## src/pkg/hs_fault_params.svh

```systemverilog
// Offsets, field positions, reset values and timing counts of the
// two-channel fault protection block.
// Assumes a 125 MHz core clock and a 32-bit APB register bus.
`ifndef HS_FAULT_PARAMS_SVH
`define HS_FAULT_PARAMS_SVH

// Register byte offsets
`define REG_CTRL 8'h00
`define REG_FAULT 8'h04
`define REG_STATUS 8'h08

// Control register fields, two bits each (one per channel), except the shared 4-bit retry count
`define CTRL_ON_LSB 0
`define CTRL_RETRY_EN_LSB 2
`define CTRL_INVERT_LSB 4
`define CTRL_OCH_SEL_LSB 6
`define CTRL_OCM_SEL_LSB 8
`define CTRL_DELATCH_LSB 10
`define CTRL_RETRY_MAX_LSB 12
`define CTRL_RETRY_MAX_W 4
`define RETRY_MAX_RESET 4'h3

// Fault register: four bits per channel
`define FLT_STRIDE 4
`define FLT_OC 0
`define FLT_SC 1
`define FLT_OT 2
`define FLT_PROF 3

// Status register fields, two bits each
`define STAT_ON_LSB 0
`define STAT_LATCH_LSB 2
`define STAT_SWMODE_LSB 4
`define STAT_WINDOW_LSB 6

// Timing: times in microseconds, counts derived from the clock rate
`define CLK_MHZ 125
`define DUR_W 12
`define T_OCH1_US 4
`define T_OCH2_US 8
`define T_OCM1_US 16
`define T_OCM2_US 24
`define T_OCM1_M_US 20
`define T_OCM2_M_US 32
`define T_RETRY_US 16
`define T_SWM_PERIOD_US 32
`define T_OCH1_CYC (`T_OCH1_US * `CLK_MHZ)
`define T_OCH2_CYC (`T_OCH2_US * `CLK_MHZ)
`define T_OCM1_CYC (`T_OCM1_US * `CLK_MHZ)
`define T_OCM2_CYC (`T_OCM2_US * `CLK_MHZ)
`define T_OCM1_M_CYC (`T_OCM1_M_US * `CLK_MHZ)
`define T_OCM2_M_CYC (`T_OCM2_M_US * `CLK_MHZ)
`define T_RETRY_CYC (`T_RETRY_US * `CLK_MHZ)
`define T_SWM_CYC (`T_SWM_PERIOD_US * `CLK_MHZ)

`endif

```

## src/pkg/hs_fault_pkg.sv

```systemverilog
// Types shared by the fault protection block.
// Assumes nothing of its surroundings.
package hs_fault_pkg;
  typedef enum logic [1:0] {
    PH_IDLE = 2'b00,
    PH_HIGH = 2'b01,
    PH_MID = 2'b10,
    PH_STEADY = 2'b11
  } prof_phase_t;
endpackage : hs_fault_pkg

```

## src/rtl/hs_fault_protect.sv

```systemverilog
// Fault protection of a two-channel high-side switch: over-temperature,
// overcurrent profile with duration counter, short-circuit latch,
// auto-retry, fault pin and read-to-clear fault flags over APB.
// Assumes analog comparator outputs and direct inputs are asynchronous
// levels, and that the short comparator only fires near turn-on.
`include "hs_fault_params.svh"
// Functional notes
// - Hot channel that is on turns off, sets its temperature flag, fault low.
// - Hot channel that is off only pulls the fault output low.
// - Fault output rises after both channels cool and a channel turns on.
// - With auto-retry, a cooled channel turns back on by itself.
// - Temperature flag clears on fault read, if cool and fault output high.
// - Overcurrent turns channel off, sets its flag, pulls fault low.
// - Overcurrent is a threshold crossing or too long in a window.
// - While a window is active, sensing is blanked and sync reads one.
// - Profile is the pin level, inverted when the software bit is set.
// - After reset the profile follows the pin alone.
// - Reported profile bit is the effective selection.
// - Pin low means lighting profile, high means DC motor profile.
// - Lighting: high, middle, low thresholds, two windows of two widths.
// - Lighting profile restarts each turn-on, only once in switch mode.
// - Motor: one window opened above low threshold, selectable width.
// - With auto-retry, latching waits until retries are used up.
// - Switch mode means pulsed request faster than minimum PWM rate.
// - In switch mode counter runs only during on-time.
// - Counter clears on delatch, and at auto-retry in lighting mode.
// - Outside switch mode, motor mode clears counter at turn-off after a clean on-period.
// - In switch mode PWM toggling clears the counter only at the first lighting turn-on.
// - Short at turn-on switches off at once, sets flag, retries or latches like overcurrent.
module hs_fault_protect (
  // Clock and reset
  input wire logic clock,
  input wire logic rst,
  // APB slave
  input wire logic psel,
  input wire logic penable,
  input wire logic pwrite,
  input wire logic [7:0] paddr,
  input wire logic [31:0] pwdata,
  output logic [31:0] prdata,
  output logic pready,
  output logic pslverr,
  // Analog comparators, one bit per channel
  input wire logic [1:0] overTempIn,
  input wire logic [1:0] curHighIn,
  input wire logic [1:0] curMidIn,
  input wire logic [1:0] curLowIn,
  input wire logic [1:0] shortIn,
  // Pins
  input wire logic [1:0] directOnIn,
  input wire logic [1:0] profile_select_pin,
  // Outputs
  output logic [1:0] channelOn,
  output logic fault_out_n,
  output logic [1:0] senseSync
);
  import hs_fault_pkg::*;

  logic [13:0] syncBus;
  logic [1:0] hot, curHigh, curMid, curLow, shortDet, dirOn, profPin;

  sync_2ff #(.W(14)) u_sync (
    .clock(clock),
    .rst(rst),
    .asyncIn({profile_select_pin, directOnIn, shortIn, curLowIn,
              curMidIn, curHighIn, overTempIn}),
    .syncOut(syncBus)
  );
  assign hot = syncBus[1:0];
  assign curHigh = syncBus[3:2];
  assign curMid = syncBus[5:4];
  assign curLow = syncBus[7:6];
  assign shortDet = syncBus[9:8];
  assign dirOn = syncBus[11:10];
  assign profPin = syncBus[13:12];

  // Register bus
  logic pready_ff, pslverr_ff;
  logic [31:0] prdata_ff;
  logic [1:0] swOn_ff, retryEn_ff, invert_ff, ochSel_ff, ocmSel_ff;
  logic [1:0] delatch_ff;
  logic [`CTRL_RETRY_MAX_W-1:0] retryMax_ff;
  logic [7:0] fltCap_ff;
  logic acc, faultRead;
  logic [7:0] faultVec;
  logic [1:0] ocFlag_ff, scFlag_ff, otFlag_ff, latched_ff, retryWait_ff;
  logic [1:0] otOff_ff, chOn_ff, chOnPrev_ff, swMode_ff, window_ff;
  logic [1:0] prof, onRise;
  logic otPend_ff, faultN_ff;

  // Two-cycle access: pready rises in the second access cycle
  assign acc = psel && penable && pready_ff;
  assign faultRead = acc && !pwrite && (paddr == `REG_FAULT);

  always_ff @(posedge clock) begin
    if (rst) begin
      pready_ff <= 1'b0;
      pslverr_ff <= 1'b0;
      prdata_ff <= 32'h0;
      fltCap_ff <= 8'h0;
    end else begin
      pready_ff <= psel && penable && !pready_ff;
      if (psel && penable && !pready_ff) begin
        pslverr_ff <= !((paddr == `REG_CTRL) || (paddr == `REG_FAULT) ||
                        (paddr == `REG_STATUS));
        prdata_ff <= 32'h0;
        fltCap_ff <= 8'h0;
        if (!pwrite) begin
          case (paddr)
            `REG_CTRL: begin
              prdata_ff[`CTRL_ON_LSB +: 2] <= swOn_ff;
              prdata_ff[`CTRL_RETRY_EN_LSB +: 2] <= retryEn_ff;
              prdata_ff[`CTRL_INVERT_LSB +: 2] <= invert_ff;
              prdata_ff[`CTRL_OCH_SEL_LSB +: 2] <= ochSel_ff;
              prdata_ff[`CTRL_OCM_SEL_LSB +: 2] <= ocmSel_ff;
              prdata_ff[`CTRL_RETRY_MAX_LSB +: `CTRL_RETRY_MAX_W] <=
                retryMax_ff;
            end
            `REG_FAULT: begin
              prdata_ff[7:0] <= faultVec;
              fltCap_ff <= faultVec;
            end
            `REG_STATUS: begin
              prdata_ff[`STAT_ON_LSB +: 2] <= chOn_ff;
              prdata_ff[`STAT_LATCH_LSB +: 2] <= latched_ff;
              prdata_ff[`STAT_SWMODE_LSB +: 2] <= swMode_ff;
              prdata_ff[`STAT_WINDOW_LSB +: 2] <= window_ff;
            end
            default: begin
              prdata_ff <= 32'h0;
            end
          endcase
        end
      end
    end
  end

  // Control register; delatch bits are write-one pulses and read as zero
  always_ff @(posedge clock) begin
    if (rst) begin
      swOn_ff <= 2'b00;
      retryEn_ff <= 2'b00;
      invert_ff <= 2'b00;
      ochSel_ff <= 2'b00;
      ocmSel_ff <= 2'b00;
      retryMax_ff <= `RETRY_MAX_RESET;
      delatch_ff <= 2'b00;
    end else begin
      delatch_ff <= 2'b00;
      if (acc && pwrite && (paddr == `REG_CTRL)) begin
        swOn_ff <= pwdata[`CTRL_ON_LSB +: 2];
        retryEn_ff <= pwdata[`CTRL_RETRY_EN_LSB +: 2];
        invert_ff <= pwdata[`CTRL_INVERT_LSB +: 2];
        ochSel_ff <= pwdata[`CTRL_OCH_SEL_LSB +: 2];
        ocmSel_ff <= pwdata[`CTRL_OCM_SEL_LSB +: 2];
        retryMax_ff <= pwdata[`CTRL_RETRY_MAX_LSB +: `CTRL_RETRY_MAX_W];
        delatch_ff <= pwdata[`CTRL_DELATCH_LSB +: 2];
      end
    end
  end

  assign prof = profPin ^ invert_ff;
  assign onRise = chOn_ff & ~chOnPrev_ff;

  genvar g;
  generate
    for (g = 0; g < 2; g++) begin : g_ch
      logic onReq, reqPrev_ff, ocEvent, scEvent, hardFault;
      logic expired, durCount, durClear, advance, started_ff, ocSeen_ff;
      logic retryDone_ff, nxt_on, win;
      logic [`DUR_W-1:0] limit, offCnt_ff, onCnt_ff;
      logic [`DUR_W-1:0] retryCnt_ff;
      logic [`CTRL_RETRY_MAX_W-1:0] retryLeft_ff;
      prof_phase_t phase_ff;

      assign onReq = swOn_ff[g] | dirOn[g];

      // A short on-off cycle means pulsed drive; a long steady level ends it
      always_ff @(posedge clock) begin
        if (rst) begin
          reqPrev_ff <= 1'b0;
          offCnt_ff <= `DUR_W'(`T_SWM_CYC);
          onCnt_ff <= '0;
          swMode_ff[g] <= 1'b0;
        end else begin
          reqPrev_ff <= onReq;
          if (onReq) begin
            offCnt_ff <= '0;
            if (!reqPrev_ff) begin
              onCnt_ff <= '0;
              if (offCnt_ff < `DUR_W'(`T_SWM_CYC)) begin
                swMode_ff[g] <= 1'b1;
              end
            end else if (onCnt_ff < `DUR_W'(`T_SWM_CYC)) begin
              onCnt_ff <= onCnt_ff + 1'b1;
            end else begin
              swMode_ff[g] <= 1'b0;
            end
          end else if (offCnt_ff < `DUR_W'(`T_SWM_CYC)) begin
            offCnt_ff <= offCnt_ff + 1'b1;
          end else begin
            swMode_ff[g] <= 1'b0;
          end
        end
      end

      // Window widths of the active profile and segment
      always_comb begin
        limit = '0;
        if (prof[g]) begin
          limit = ocmSel_ff[g] ? `DUR_W'(`T_OCM2_M_CYC) :
                                 `DUR_W'(`T_OCM1_M_CYC);
        end else if (phase_ff == PH_HIGH) begin
          limit = ochSel_ff[g] ? `DUR_W'(`T_OCH2_CYC) :
                                 `DUR_W'(`T_OCH1_CYC);
        end else begin
          limit = ocmSel_ff[g] ? `DUR_W'(`T_OCM2_CYC) :
                                 `DUR_W'(`T_OCM1_CYC);
        end
      end

      // Overcurrent decision of the profile engine
      always_comb begin
        ocEvent = 1'b0;
        advance = 1'b0;
        win = 1'b0;
        if (chOn_ff[g]) begin
          if (prof[g]) begin
            win = curLow[g];
            ocEvent = curHigh[g] || (curLow[g] && expired);
          end else begin
            case (phase_ff)
              PH_HIGH: begin
                win = 1'b1;
                ocEvent = curHigh[g] || (expired && curMid[g]);
                advance = expired && !curMid[g];
              end
              PH_MID: begin
                win = 1'b1;
                ocEvent = curHigh[g] || curMid[g] ||
                          (expired && curLow[g]);
                advance = expired && !curLow[g];
              end
              PH_STEADY: begin
                ocEvent = curLow[g] || curHigh[g];
              end
              default: begin
                ocEvent = curLow[g] || curHigh[g];
              end
            endcase
          end
        end
      end

      assign scEvent = chOn_ff[g] && shortDet[g];
      assign hardFault = ocEvent || scEvent;

      // Lighting stair: restarts each turn-on, under pulsed drive only the first one after reset or delatch
      always_ff @(posedge clock) begin
        if (rst || delatch_ff[g]) begin
          phase_ff <= PH_IDLE;
          started_ff <= 1'b0;
        end else if (prof[g]) begin
          phase_ff <= PH_STEADY;
        end else if (onRise[g] && (!swMode_ff[g] || !started_ff)) begin
          phase_ff <= PH_HIGH;
          started_ff <= 1'b1;
        end else if (advance) begin
          phase_ff <= (phase_ff == PH_HIGH) ? PH_MID : PH_STEADY;
        end
      end

      // Clean on-period tracking for the motor profile
      always_ff @(posedge clock) begin
        if (rst || onRise[g]) begin
          ocSeen_ff <= 1'b0;
        end else if (chOn_ff[g] && curLow[g]) begin
          ocSeen_ff <= 1'b1;
        end
      end

      // Counts only on-time inside a window, so off-times pause it
      assign durCount = win;
      assign durClear = delatch_ff[g] || advance ||
        (!prof[g] && retryDone_ff) ||
        (!prof[g] && onRise[g] && (!swMode_ff[g] || !started_ff)) ||
        (prof[g] && !swMode_ff[g] && chOnPrev_ff[g] && !chOn_ff[g] &&
         !ocSeen_ff);

      duration_counter u_dur (
        .clock(clock),
        .rst(rst),
        .clear(durClear),
        .count(durCount),
        .limit(limit),
        .expired(expired)
      );

      // Auto-retry and latch of overcurrent and short-circuit
      always_ff @(posedge clock) begin
        if (rst) begin
          latched_ff[g] <= 1'b0;
          retryWait_ff[g] <= 1'b0;
          retryCnt_ff <= '0;
          retryLeft_ff <= `RETRY_MAX_RESET;
          retryDone_ff <= 1'b0;
        end else begin
          retryDone_ff <= 1'b0;
          if (delatch_ff[g]) begin
            latched_ff[g] <= 1'b0;
            retryWait_ff[g] <= 1'b0;
            retryLeft_ff <= retryMax_ff;
          end else if (hardFault) begin
            if (retryEn_ff[g] && (retryLeft_ff != '0)) begin
              retryWait_ff[g] <= 1'b1;
              retryCnt_ff <= '0;
              retryLeft_ff <= retryLeft_ff - 1'b1;
            end else begin
              latched_ff[g] <= 1'b1;
            end
          end else if (retryWait_ff[g]) begin
            if (retryCnt_ff == `DUR_W'(`T_RETRY_CYC - 1)) begin
              retryWait_ff[g] <= 1'b0;
              retryDone_ff <= 1'b1;
            end else begin
              retryCnt_ff <= retryCnt_ff + 1'b1;
            end
          end
        end
      end

      // Thermal shutdown; without retry a fresh request is needed
      always_ff @(posedge clock) begin
        if (rst) begin
          otOff_ff[g] <= 1'b0;
        end else if (hot[g] && chOn_ff[g]) begin
          otOff_ff[g] <= 1'b1;
        end else if (!hot[g] && (retryEn_ff[g] || !onReq)) begin
          otOff_ff[g] <= 1'b0;
        end
      end

      assign nxt_on = onReq && !latched_ff[g] && !retryWait_ff[g] &&
                      !otOff_ff[g] && !hot[g] && !hardFault;

      always_ff @(posedge clock) begin
        if (rst) begin
          chOn_ff[g] <= 1'b0;
          chOnPrev_ff[g] <= 1'b0;
          window_ff[g] <= 1'b0;
        end else begin
          chOn_ff[g] <= nxt_on;
          chOnPrev_ff[g] <= chOn_ff[g];
          window_ff[g] <= win;
        end
      end

      // Flags: a set in the clearing cycle wins over the read
      always_ff @(posedge clock) begin
        if (rst) begin
          ocFlag_ff[g] <= 1'b0;
          scFlag_ff[g] <= 1'b0;
          otFlag_ff[g] <= 1'b0;
        end else begin
          if (ocEvent) begin
            ocFlag_ff[g] <= 1'b1;
          end else if (faultRead && fltCap_ff[g*`FLT_STRIDE+`FLT_OC] &&
                       !latched_ff[g]) begin
            ocFlag_ff[g] <= 1'b0;
          end
          if (scEvent) begin
            scFlag_ff[g] <= 1'b1;
          end else if (faultRead && fltCap_ff[g*`FLT_STRIDE+`FLT_SC] &&
                       !latched_ff[g]) begin
            scFlag_ff[g] <= 1'b0;
          end
          if (hot[g] && chOn_ff[g]) begin
            otFlag_ff[g] <= 1'b1;
          end else if (faultRead && fltCap_ff[g*`FLT_STRIDE+`FLT_OT] &&
                       !hot[g] && faultN_ff) begin
            otFlag_ff[g] <= 1'b0;
          end
        end
      end

      assign faultVec[g*`FLT_STRIDE+`FLT_OC] = ocFlag_ff[g];
      assign faultVec[g*`FLT_STRIDE+`FLT_SC] = scFlag_ff[g];
      assign faultVec[g*`FLT_STRIDE+`FLT_OT] = otFlag_ff[g];
      assign faultVec[g*`FLT_STRIDE+`FLT_PROF] = prof[g];
    end
  endgenerate

  // Thermal part of the fault pin, released only by a later turn-on
  always_ff @(posedge clock) begin
    if (rst) begin
      otPend_ff <= 1'b0;
    end else if (|hot) begin
      otPend_ff <= 1'b1;
    end else if (|onRise) begin
      otPend_ff <= 1'b0;
    end
  end

  always_ff @(posedge clock) begin
    if (rst) begin
      faultN_ff <= 1'b1;
    end else begin
      faultN_ff <= !(otPend_ff || (|hot) || (|latched_ff) ||
                     (|retryWait_ff) || (|otOff_ff));
    end
  end

  assign prdata = prdata_ff;
  assign pready = pready_ff;
  assign pslverr = pslverr_ff;
  assign channelOn = chOn_ff;
  assign fault_out_n = faultN_ff;
  assign senseSync = window_ff;
endmodule : hs_fault_protect

```

## src/rtl/sync_2ff.sv

```systemverilog
// Two-flop synchroniser for a bus of independent levels.
// Assumes each bit is a slow level from outside the clock domain.
module sync_2ff #(
  parameter int W = 1
) (
  // Clock and reset
  input wire logic clock,
  input wire logic rst,
  // Levels
  input wire logic [W-1:0] asyncIn,
  output logic [W-1:0] syncOut
);
  logic [W-1:0] meta_ff;
  logic [W-1:0] sync_ff;

  always_ff @(posedge clock) begin
    if (rst) begin
      meta_ff <= '0;
      sync_ff <= '0;
    end else begin
      meta_ff <= asyncIn;
      sync_ff <= meta_ff;
    end
  end

  assign syncOut = sync_ff;
endmodule : sync_2ff

```

## src/rtl/duration_counter.sv

```systemverilog
// Overcurrent duration counter of one channel.
// Assumes the caller gates counting to on-time inside a window.
`include "hs_fault_params.svh"
module duration_counter (
  // Clock and reset
  input wire logic clock,
  input wire logic rst,
  // Control
  input wire logic clear,
  input wire logic count,
  input wire logic [`DUR_W-1:0] limit,
  // Result
  output logic expired
);
  logic [`DUR_W-1:0] cnt_ff;

  // Saturates so that a long stall never wraps back under the limit
  always_ff @(posedge clock) begin
    if (rst || clear) begin
      cnt_ff <= '0;
    end else if (count && (cnt_ff != '1)) begin
      cnt_ff <= cnt_ff + 1'b1;
    end
  end

  assign expired = (cnt_ff > limit);
endmodule : duration_counter

```

## config.mk

```make
export PLATFORM = sky130hd
export DESIGN_NAME = hs_fault_protect
export DESIGN_NICKNAME = d
export VERILOG_FILES = /design/src/pkg/hs_fault_pkg.sv /design/src/rtl/hs_fault_protect.sv /design/src/rtl/sync_2ff.sv /design/src/rtl/duration_counter.sv
export VERILOG_INCLUDE_DIRS = /design/src /design/src/pkg
export SDC_FILE = /design/constraint.sdc
export NUM_CORES = 1
export LEC_CHECK = 0
export ABC_CLOCK_PERIOD_IN_PS = 4200
export BUFFER_PORTS_ARGS = -buffer_cell sky130_fd_sc_hd__buf_2
export CAP_MARGIN = 25
export CORE_MARGIN = 1.5
export CORE_UTILIZATION = 42
export DETAILED_ROUTE_END_ITERATION = 10
export GPL_ROUTABILITY_DRIVEN = 0
export GPL_TIMING_DRIVEN = 0
export HOLD_SLACK_MARGIN = 0.1
export PLACE_DENSITY = 0.67
export SYNTH_ARGS = -nofsm -noshare
export SYNTH_HDL_FRONTEND = slang
export SYNTH_SLANG_ARGS = --single-unit
```

## constraint.sdc

```tcl
create_clock -name clock -period 4.2 [get_ports clock]
set_clock_uncertainty 0.15 [all_clocks]
set_input_delay 0.42 -clock clock [delete_from_list [all_inputs] [get_ports clock]]
set_output_delay 0.42 -clock clock [all_outputs]
set_load 0.02 [all_outputs]
```

# ---- After elaboration in Yosys (flattened, before gate mapping)
# Index checks and enable logic that the tools add are counted.
dict set report classes {
  n_addsub 10
  multipliers 0
  div_mod_pow 0
  magnitude_cmp 6
  n_eq_ne 22
  shift 0
  n_mux 102
  n_bitwise 14
  n_reduce_logical 181
}
# operator n
set ops {}
lappend ops {{two-way mux 12 bit} 22}
lappend ops {{adder 12 x 1 -> 12 bit, second input constant} 8}
lappend ops {{logical AND 1 bit} 67}
lappend ops {{two-way mux 1 bit} 54}
lappend ops {{< comparator 12 bit, second input constant} 4}
lappend ops {{logical OR 1 bit} 36}
lappend ops {{nonzero test 2 bit} 17}
lappend ops {{logical NOT 1 bit} 30}
lappend ops {{two-way mux 4 bit} 7}
lappend ops {{equality test 12 x 11 -> 1 bit, second input constant} 2}
lappend ops {{> comparator 12 bit} 2}
lappend ops {{inequality test 12 bit, second input constant} 2}
lappend ops {{case mux 8 bit (3 select lines)} 1}
lappend ops {{OR reduction 2 bit} 12}
lappend ops {{two-way mux 11 bit} 2}
lappend ops {{two-way mux 10 bit} 2}
lappend ops {{two-way mux 16 bit} 1}
lappend ops {{AND reduction 2 bit} 8}
lappend ops {{two-way mux 2 bit} 7}
lappend ops {{two-way mux 7 bit} 2}
lappend ops {{inverter 1 bit} 9}
lappend ops {{equality test 8 x 3 -> 1 bit, second input constant} 1}
lappend ops {{equality test 8 x 4 -> 1 bit, second input constant} 1}
lappend ops {{logical NOT 8 bit} 1}
lappend ops {{17 further kinds} 37}
dict set report word_totals {
  register_bits 223
  latch_bits 0
  ramBits 0
  mem_bits_ro 0
  input_bits 59
  n_memories 0
}

# ---- Depth between registers and ports, before layout
# Gate-level depths: netlist of run 1.
dict set report depth {
  ltp_word 13
  mapped_depth 16
  depth_no_buf 14
}

# ---- Cells and area by module
# From an unflattened synthesis of run 1, not the netlist that was laid out.
dict set report hier_totals {
  hier_cells 1201
  hier_area_um2 9928.3
}
# mod n_inst cells_per_inst area_per_inst_um2 seq_area_each_um2
set modules_own_cells {}
lappend modules_own_cells {hs_fault_protect 1 915 7323.3 3042.9}
lappend modules_own_cells {duration_counter 2 114 913.4 240.2}
lappend modules_own_cells {sync_2ff 1 58 778.2 560.5}

# ---- Worst setup path before layout of run 1
# No wires, ideal clock.
dict set report synth_timing {
  kind {register to register}
  startpoint {reg invert_ff[0]}
  endpoint {reg g_ch[0].retryCnt_ff[11]}
  arrival_ps 2969
  t_required_ps 3919
  path_slack_ps 949
  path_stages_with_launch 13
  n_path_buf 1
  period_less_slack_ps 3251
  cell_sequence {dfxtp_1 -> xnor2_1 -> clkbuf_1 -> a21oi_1 -> ha_1 -> a21o_1 -> a21oi_1 -> o221a_2 -> o311ai_1 -> o311a_4 -> mux2_4 -> o311ai_2 -> o41ai_2}
}
dict set report synth_via {
  elab_chain_len 11
}
# element line_no
set synth_rtl {}
lappend synth_rtl {{from (decl)} hs_fault_protect.sv:80} ;# logic [1:0] swOn_ff, retryEn_ff, invert_ff, ochSel_ff, ocmSel_ff;
lappend synth_rtl {{from (signal assigned)} hs_fault_protect.sv:153} ;# invert_ff <= pwdata[`CTRL_INVERT_LSB +: 2];
lappend synth_rtl {{bitwise XOR 2 bit (*)} hs_fault_protect.sv:162} ;# assign prof = profPin ^ invert_ff;
lappend synth_rtl {{two-way mux 12 bit} hs_fault_protect.sv:210} ;# if (prof[g]) begin
lappend synth_rtl {{> comparator 12 bit} duration_counter.sv:26} ;# assign expired = (cnt_ff > limit);
lappend synth_rtl {{logical AND 1 bit, on equally long branches} {hs_fault_protect.sv:230, hs_fault_protect.sv:241, hs_fault_protect.sv:235}}
lappend synth_rtl {{logical OR 1 bit, on equally long branches} {hs_fault_protect.sv:240, hs_fault_protect.sv:235}}
lappend synth_rtl {{case mux 1 bit (2 select lines)} hs_fault_protect.sv:232} ;# case (phase_ff)
lappend synth_rtl {{two-way mux 1 bit (*)} hs_fault_protect.sv:228} ;# if (prof[g]) begin
lappend synth_rtl {{two-way mux 1 bit (*)} hs_fault_protect.sv:227} ;# if (chOn_ff[g]) begin
lappend synth_rtl {{logical OR 1 bit (*)} hs_fault_protect.sv:256} ;# assign hardFault = ocEvent || scEvent;
lappend synth_rtl {{inequality test 2 bit (no line), or another cell as far along} --}
lappend synth_rtl {{AND reduction 4 bit (no line)} --}
lappend synth_rtl {{to (signal assigned)} hs_fault_protect.sv:326} ;# retryCnt_ff <= retryCnt_ff + 1'b1;
lappend synth_rtl {{to (decl)} hs_fault_protect.sv:172} ;# logic [`DUR_W-1:0] retryCnt_ff;
# Every way passes the cells marked *; elsewhere a longest branch is shown, timed or not.
# A chain may end at the register's enable or synchronous reset.

# ---- Worst setup path in the final report of run 1
dict set report layout_timing {
  startpoint {reg invert_ff[1]}
  endpoint {reg g_ch[1].retryCnt_ff[3]}
}
dict set report layout_via {
  elab_chain_len 11
}
# element line_no
set layout_rtl {}
lappend layout_rtl {{bitwise XOR 2 bit (*)} hs_fault_protect.sv:162}
lappend layout_rtl {{two-way mux 12 bit} hs_fault_protect.sv:210}
lappend layout_rtl {{> comparator 12 bit} duration_counter.sv:26}
lappend layout_rtl {{logical AND 1 bit, on equally long branches} {hs_fault_protect.sv:230, hs_fault_protect.sv:241, hs_fault_protect.sv:235}}
lappend layout_rtl {{logical OR 1 bit, on equally long branches} {hs_fault_protect.sv:240, hs_fault_protect.sv:235}}
lappend layout_rtl {{case mux 1 bit (2 select lines)} hs_fault_protect.sv:232}
lappend layout_rtl {{two-way mux 1 bit (*)} hs_fault_protect.sv:228}
lappend layout_rtl {{two-way mux 1 bit (*)} hs_fault_protect.sv:227}
lappend layout_rtl {{logical OR 1 bit (*)} hs_fault_protect.sv:256}
lappend layout_rtl {{inequality test 2 bit (no line), or another cell as far along} --}
lappend layout_rtl {{AND reduction 4 bit (no line)} --}
lappend layout_rtl {{to (signal assigned)} hs_fault_protect.sv:326}
lappend layout_rtl {{to (decl)} hs_fault_protect.sv:172}
# Marked as above.

==> run_results.csv, run 1 <==
group,metric,value,unit
outcome,status,"finished, final reports clean",
sta,rsz0062_at_grt,"no",
yosys,synth-main-ff-cell,"dfxtp_1",
yosys,ys_async_sr_fraction,0,%
place,portBuffers,63,
sta,max_freq,254,MHz
power_and_ir_drop,leakage,4.67,nW
clock_network,cts_made_buffers,23,
sta,slew_headroom,34.7,%
clock_network,clk_pin_slew,60,ps
yosys,yosysTopAreaCell,"dfxtp_1",
clock_network,clk-insertion-delay-late,500,ps
global_routing,grt_use_total,19.6,%
cells_and_area,area_delta_synth_final,18.6,%
global_routing,grt_overflow,0,
yosys,ys_top_cells_by_area,"dfxtp_1, nor2_1, ha_1",
sta,worst_pin_slew,972,ps
cells_and_area,final_cell_mix,"dfxtp_1, nor2_1, nand2_1",
floorplan,num_rows,55,
sta,fin_crit,3940,ps
cells_and_area,final_common_cell,"dfxtp_1",
floorplan,die_y,154,um
place,pre_cts_slack,283,ps
yosys,synth_top_area_share,42.4,%
yosys,netlist_area,0.00963,sq mm
yosys,synth_area_per_cell,8.67,sq um
floorplan,io_pins,98,
route,drtPass1Iterations,5,
sta,setup_viol,0,
cells_and_area,drive_gt1_share,12.4,%
run,maxCapViolCount,0,
route,viasPerCell,5.27,
route,drt_iter0_drc,441,
yosys,synth_cell_types,78,
clock_network,post_cts_buffers,0,
sta,setup_tns,0,ps
yosys,synth-seq-cells,204,
worst_setup_path,crit_path_start_kind,"flop",
clock_network,clock-sinks,204,
floorplan,initial_utilization,42.7,%
route,drt_wl_total,23.2,mm
clock_network,htreeDepth,1,
clock_network,cts_tree,"done",
floorplan,core,0.0226,sq mm
worst_setup_path,critPathCaptureType,"flop",
sta,hold_viol,0,
worst_setup_path,critPathRequiredTime,4410,ps
sta,period_share,93.7,%
yosys,synth_warnings,0,
sta,slew_viol_final,0,
sta,worst_slack,264,ps
global_routing,antenna_found_initial,1,
route,drc,0,
worst_setup_path,crit_type,"flop to flop",
power_and_ir_drop,powerDensity,371,mW/mm^2
yosys,synth_seq_area_share,42.4,%
worst_setup_path,cp_max_fo,10,
floorplan,die_w,154,um
clock_network,cts_max_path_buffers,3,
floorplan,dieArea,0.0238,sq mm
power_and_ir_drop,ir_worst_vdd,0.000304,V
route,vias,8160,
cells_and_area,final_nets,1341,
worst_setup_path,arrival,4140,ps
worst_hold_path,hp-class,"flop to flop",
global_routing,grt_pass1_vias,7722,
route,drt-wirelength-per-cell,15.0,um
route,ant_nets,0,
yosys,synth_edf_count,0,
cells_and_area,diodes,0,
global_routing,grt_pass1_wl,38.4,mm
clock_network,cts_root_buffer,"clkbuf_16",
yosys,synth_cells,1111,
global_routing,grt_max_degree,15,
place,dp_hpwl,16.7,mm
[state kept, by name, summed over array words and instances (netlist names), 4 cells and up]
name and cells:
g_ch.u_dur.cnt_ff 24, fltCap_ff 6, g_ch.phase_ff 4, u_sync.meta_ff 14, faultVec 6, u_sync.syncOut 14
g_ch.offCnt_ff 24, prdata 14, g_ch.onCnt_ff 24, retryMax_ff 4, g_ch.retryCnt_ff 24, g_ch.retryLeft_ff 8
[area by class of cell]
type / instances / area [sq um]
Buffer: 62 / 338
Clock buffer: 32 / 629
Clock inverter: 9 / 113
Fill cell: 2120 / 11200
Inverter: 38 / 143
Multi-Input combinational cell: 824 / 5130
Sequential cell: 204 / 4080
Tap cell: 285 / 357
Timing Repair Buffer: 95 / 626
[critical path, stage by stage, from the launching register on]
cell	delay [ps]
dfxtp_1	360
xnor2_2	370
clkbuf_1	380
a21boi_0	180
ha_1	310
nand4_1	140
nor3_1	70
a21oi_1	240
nand3_1	210
a311oi_4	480
clkbuf_1	420
nor2_1	100
o311ai_1	250
o31ai_1	120
[logic make-up (layout without fill, tap and decap cells)]
family	after synthesis	in the layout	share of synthesized area, %
compound gates	221	221	15.8
xor+xnor	54	54	4.99
fa+ha+maj	34	34	4.42
buf+inv	100	236	4.99
flops	204	204	42.4
mux	31	31	3.38
other cells	1	18	0.0389
simple gates	466	466	24.0
[per-layer routing]
metal  track usage, %  share of wire (%)  vias to the layer above  wire (um)
met4             5.72                2.3                        0        543
met5                0                  0                        -          0
met3             2.86                4.2                       34        984
met2             32.8                 46                      156      10600
met1             26.3                 48                     3810      11000
li1                 -                  -                     4160          -
[power breakdown]
group          internal [mW]  switching (mW)
sequential              1.97          0.0264
clock                   1.17           0.789
combinational          0.117           0.165
total                   3.26           0.980
[synthesized netlist by cell type, types with 4 or more instances]
master,instances
or3_1,7
a21o_1,5
nor4_1,5
ha_1,34
nand3_1,36
o21ai_0,44
nor2b_1,40
xor2_1,26
a211oi_1,7
mux2i_1,28
xnor2_1,27
o31ai_1,8
and3_1,20
nand2_1,96
buf_1,8
dfxtp_1,204
nand3b_1,12
nor3b_1,6
nand4_1,22
o211ai_1,6
nor3_1,21
and2_1,6
inv_1,38
clkbuf_1,29
nor2_1,157
a31oi_1,8
o22ai_1,4
buf_4,18
or4_1,4
o21ai_1,9
a22oi_1,25
o311ai_1,14
nand2b_1,11
a21oi_1,61
[stage by stage]
step                      cells  power [mW]  area (sq um)  utilization [%]  hold WS (ps)
after floorplan            1128        2.21          9690                -           264
after global routing       1549        4.40         11400             50.6           306
after CTS                  1548        4.29         11400             50.6           246
after global placement     1476        2.30         10400             45.9           269
final                      1549        4.24         11400             50.6           288
after detailed placement   1477        2.30         10400             45.9           273
[final timing paths]
kind | from | slack [ps] | cells past startpoint | end
max reg2reg | invert_ff[1] | 260 | 13 | g_ch[1].retryCnt_ff[3]
max | invert_ff[1] | 260 | 13 | g_ch[1].retryCnt_ff[3]
min reg2reg | u_sync.meta_ff[0] | 290 | 1 | u_sync.syncOut[0]
min | u_sync.meta_ff[0] | 290 | 1 | u_sync.syncOut[0]
[timing repair]
item	4_1_cts	5_1_grt
endpoints found under the setup margin	0	3
hold buffers	30	0
resized for setup	0	1
hold endpoints to repair	30	0
Note: power is estimated with default switching activity, not from simulation.
==> run 2: changes to the inputs <==
- CAP_MARGIN: 25 -> unset
- CORE_UTILIZATION: 42 -> 30
- PLACE_DENSITY: 0.67 -> 0.53
==> run_results.csv, run 2 (synthesis results as in run 1) <==
group,metric,value,unit
place,dp_cells,1593,
clock_network,cts_root_buffer,"clkbuf_16",
cells_and_area,final_nets,1340,
floorplan,die_y,182,um
sta,hold_viol,0,
sta,worst_pin_slew,1170,ps
sta,slew_headroom,21.6,%
sta,fin_crit,3750,ps
worst_setup_path,critPathSlowestCell,"a311oi_4",
cells_and_area,diodes,0,
route,drt_wl_total,25.1,mm
global_routing,grt_pass1_wl,40.5,mm
worst_setup_path,reg2reg_slack,450,ps
worst_setup_path,critPathCaptureType,"flop",
power_and_ir_drop,powerDensity,371,mW/mm^2
route,drc,0,
worst_setup_path,r2r-end,"g_ch[1].retryCnt_ff[0]",
route,drt_iter0_drc,479,
cells_and_area,area_delta_synth_final,20.3,%
sta,period_share,89.3,%
global_routing,grt_use_total,15.1,%
cells_and_area,final_common_cell,"dfxtp_1",
cells_and_area,fin_util,36.7,%
route,drtPass1Iterations,5,
cells_and_area,ff_latch_area,0.00408,sq mm
worst_setup_path,crit_type,"flop to flop",
clock_network,htreeDepth,1,
run,maxCapViolCount,0,
clock_network,cts_max_path_buffers,3,
route,drt-wirelength-per-cell,15.1,um
floorplan,io_pins,98,
floorplan,dieArea,0.0332,sq mm
cells_and_area,drive_gt1_share,12.7,%
clock_network,cts_tree,"done",
worst_setup_path,setup.worst_path.start,"invert_ff[1]",
sta,slew_viol_final,0,
worst_setup_path,r2r_cells,14,
worst_setup_path,cp_max_fo,10,
clock_network,clk_pin_slew,60,ps
sta,setup_viol,0,
worst_setup_path,critPathMaxStageDelay,480,ps
global_routing,grt_max_degree,14,
route,vias,8118,
sta,rsz0062_at_grt,"no",
power_and_ir_drop,ir_worst_vdd,0.000247,V
floorplan,num_rows,65,
worst_setup_path,crit_chain,"xnor2_2 > clkbuf_1 > nand3b_1 > o21ai_0 > ha_1 > nand4_1 > nor3_1 > a21oi_1 > nand3_1 > a311oi_4 > buf_2 > nand3b_2 > nor2_1 > a41o_1",
floorplan,die_w,182,um
route,viasPerCell,4.87,
cells_and_area,fillCellCount,3242,
global_routing,grt_pass1_vias,7614,
floorplan,initial_utilization,30.5,%
worst_hold_path,hp-class,"input port to flop",
place,dp_hpwl,18.2,mm
place,portBuffers,63,
clock_network,clock-sinks,204,
worst_setup_path,crit_path_start_kind,"flop",
worst_hold_path,hold_path_depth,4,
cells_and_area,multiInputGateArea,0.00513,sq mm
cells_and_area,final_cell_mix,"dfxtp_1, nor2_1, nand2_1",
worst_setup_path,arrival,4000,ps
worst_hold_path,min-delay-start,"pwrite",
global_routing,grt_overflow,0,
clock_network,cts_made_buffers,24,
worst_hold_path,hold_end,"fltCap_ff[4]",
clock_network,post_cts_buffers,0,
global_routing,antenna_found_initial,1,
clock_network,clk-insertion-delay-late,510,ps
sta,setup_tns,0,ps
floorplan,core,0.0316,sq mm
cells_and_area,final_cells,1666,
outcome,status,"finished, final reports clean",
sta,max_freq,267,MHz
worst_setup_path,critPathRequiredTime,4450,ps
worst_setup_path,r2r_start,"invert_ff[1]",
power_and_ir_drop,leakage,4.70,nW
route,ant_nets,0,
## run 2: changes by cell type in the layout (fill, tap and decap cells not counted), sizes merged
| cell | delta |
|---|---|
| buf | -2 |
| bufinv | -2 |
| clkbuf | +3 |
| clkinv | +3 |
| clkinvlp | -2 |
## run 2: critical path: cells and delay by family (launching register included)
kind                       cells  cell delay [ps]
xor gates and xnor gates       1              350
AOI/OAI and AO/OA              4             1010
and+or+nand+nor                6              820
adders and majority gates      1              270
DFF                            1              360
buffers and inverters          2              680
## run 2: how the worst max path moves through the flow
stage	endpoint	slack (ps)
finish	g_ch[1].retryCnt_ff[0]	450
global route	g_ch[1].retryCnt_ff[1]	60
CTS	g_ch[1].retryCnt_ff[1]	250
detailed placement	g_ch[1].retryCnt_ff[6]	310
global placement	g_ch[1].retryCnt_ff[4]	350
floorplan	g_ch[0].retryCnt_ff[11]	950
## run 2: through the flow
stage	setup WS (ps)	instance area [sq um]	total power [mW]	hold WS, ps
2_1_floorplan	949	9690	2.21	264
3_3_place_gp	349	10500	2.31	268
3_5_place_dp	307	10500	2.31	275
4_1_cts	254	11600	4.37	245
5_1_grt	62.9	11600	4.49	305
6_report	451	11600	4.30	271
## run 2: power breakdown
group	switching (mW)	total (mW)	internal (mW)
logic	0.170	0.287	0.117
clock network	0.824	2.02	1.19
registers	0.0265	2.00	1.97
total	1.02	4.30	3.28
## run 2: cell type report
| cell class | instances | area share (%) |
|---|---|---|
| well taps | 402 | 4.34 |
| clock inverters | 8 | 0.421 |
| plain buffers | 62 | 2.93 |
| clock buffers | 35 | 6.24 |
| multi-input cells | 824 | 44.3 |
| repair buffers | 93 | 5.31 |
| inverters | 38 | 1.23 |
| flip-flops and latches | 204 | 35.2 |
## run 2: timing repair
action / 4_1_cts / 5_1_grt
endpoints found under the setup margin: 0 / 7
hold buffers: 30 / 0
endpoints found under the hold margin: 30 / 0
gates resized for setup: 0 / 3
## run 2: per-layer routing
layer  wire length [um]  global-route usage, %  up-vias
met2              11100                   24.4      166
met4                535                   4.76        0
li1                   -                      -     4144
met1              12400                   20.7     3776
met5                  0                      0        -
met3               1020                   2.10       32
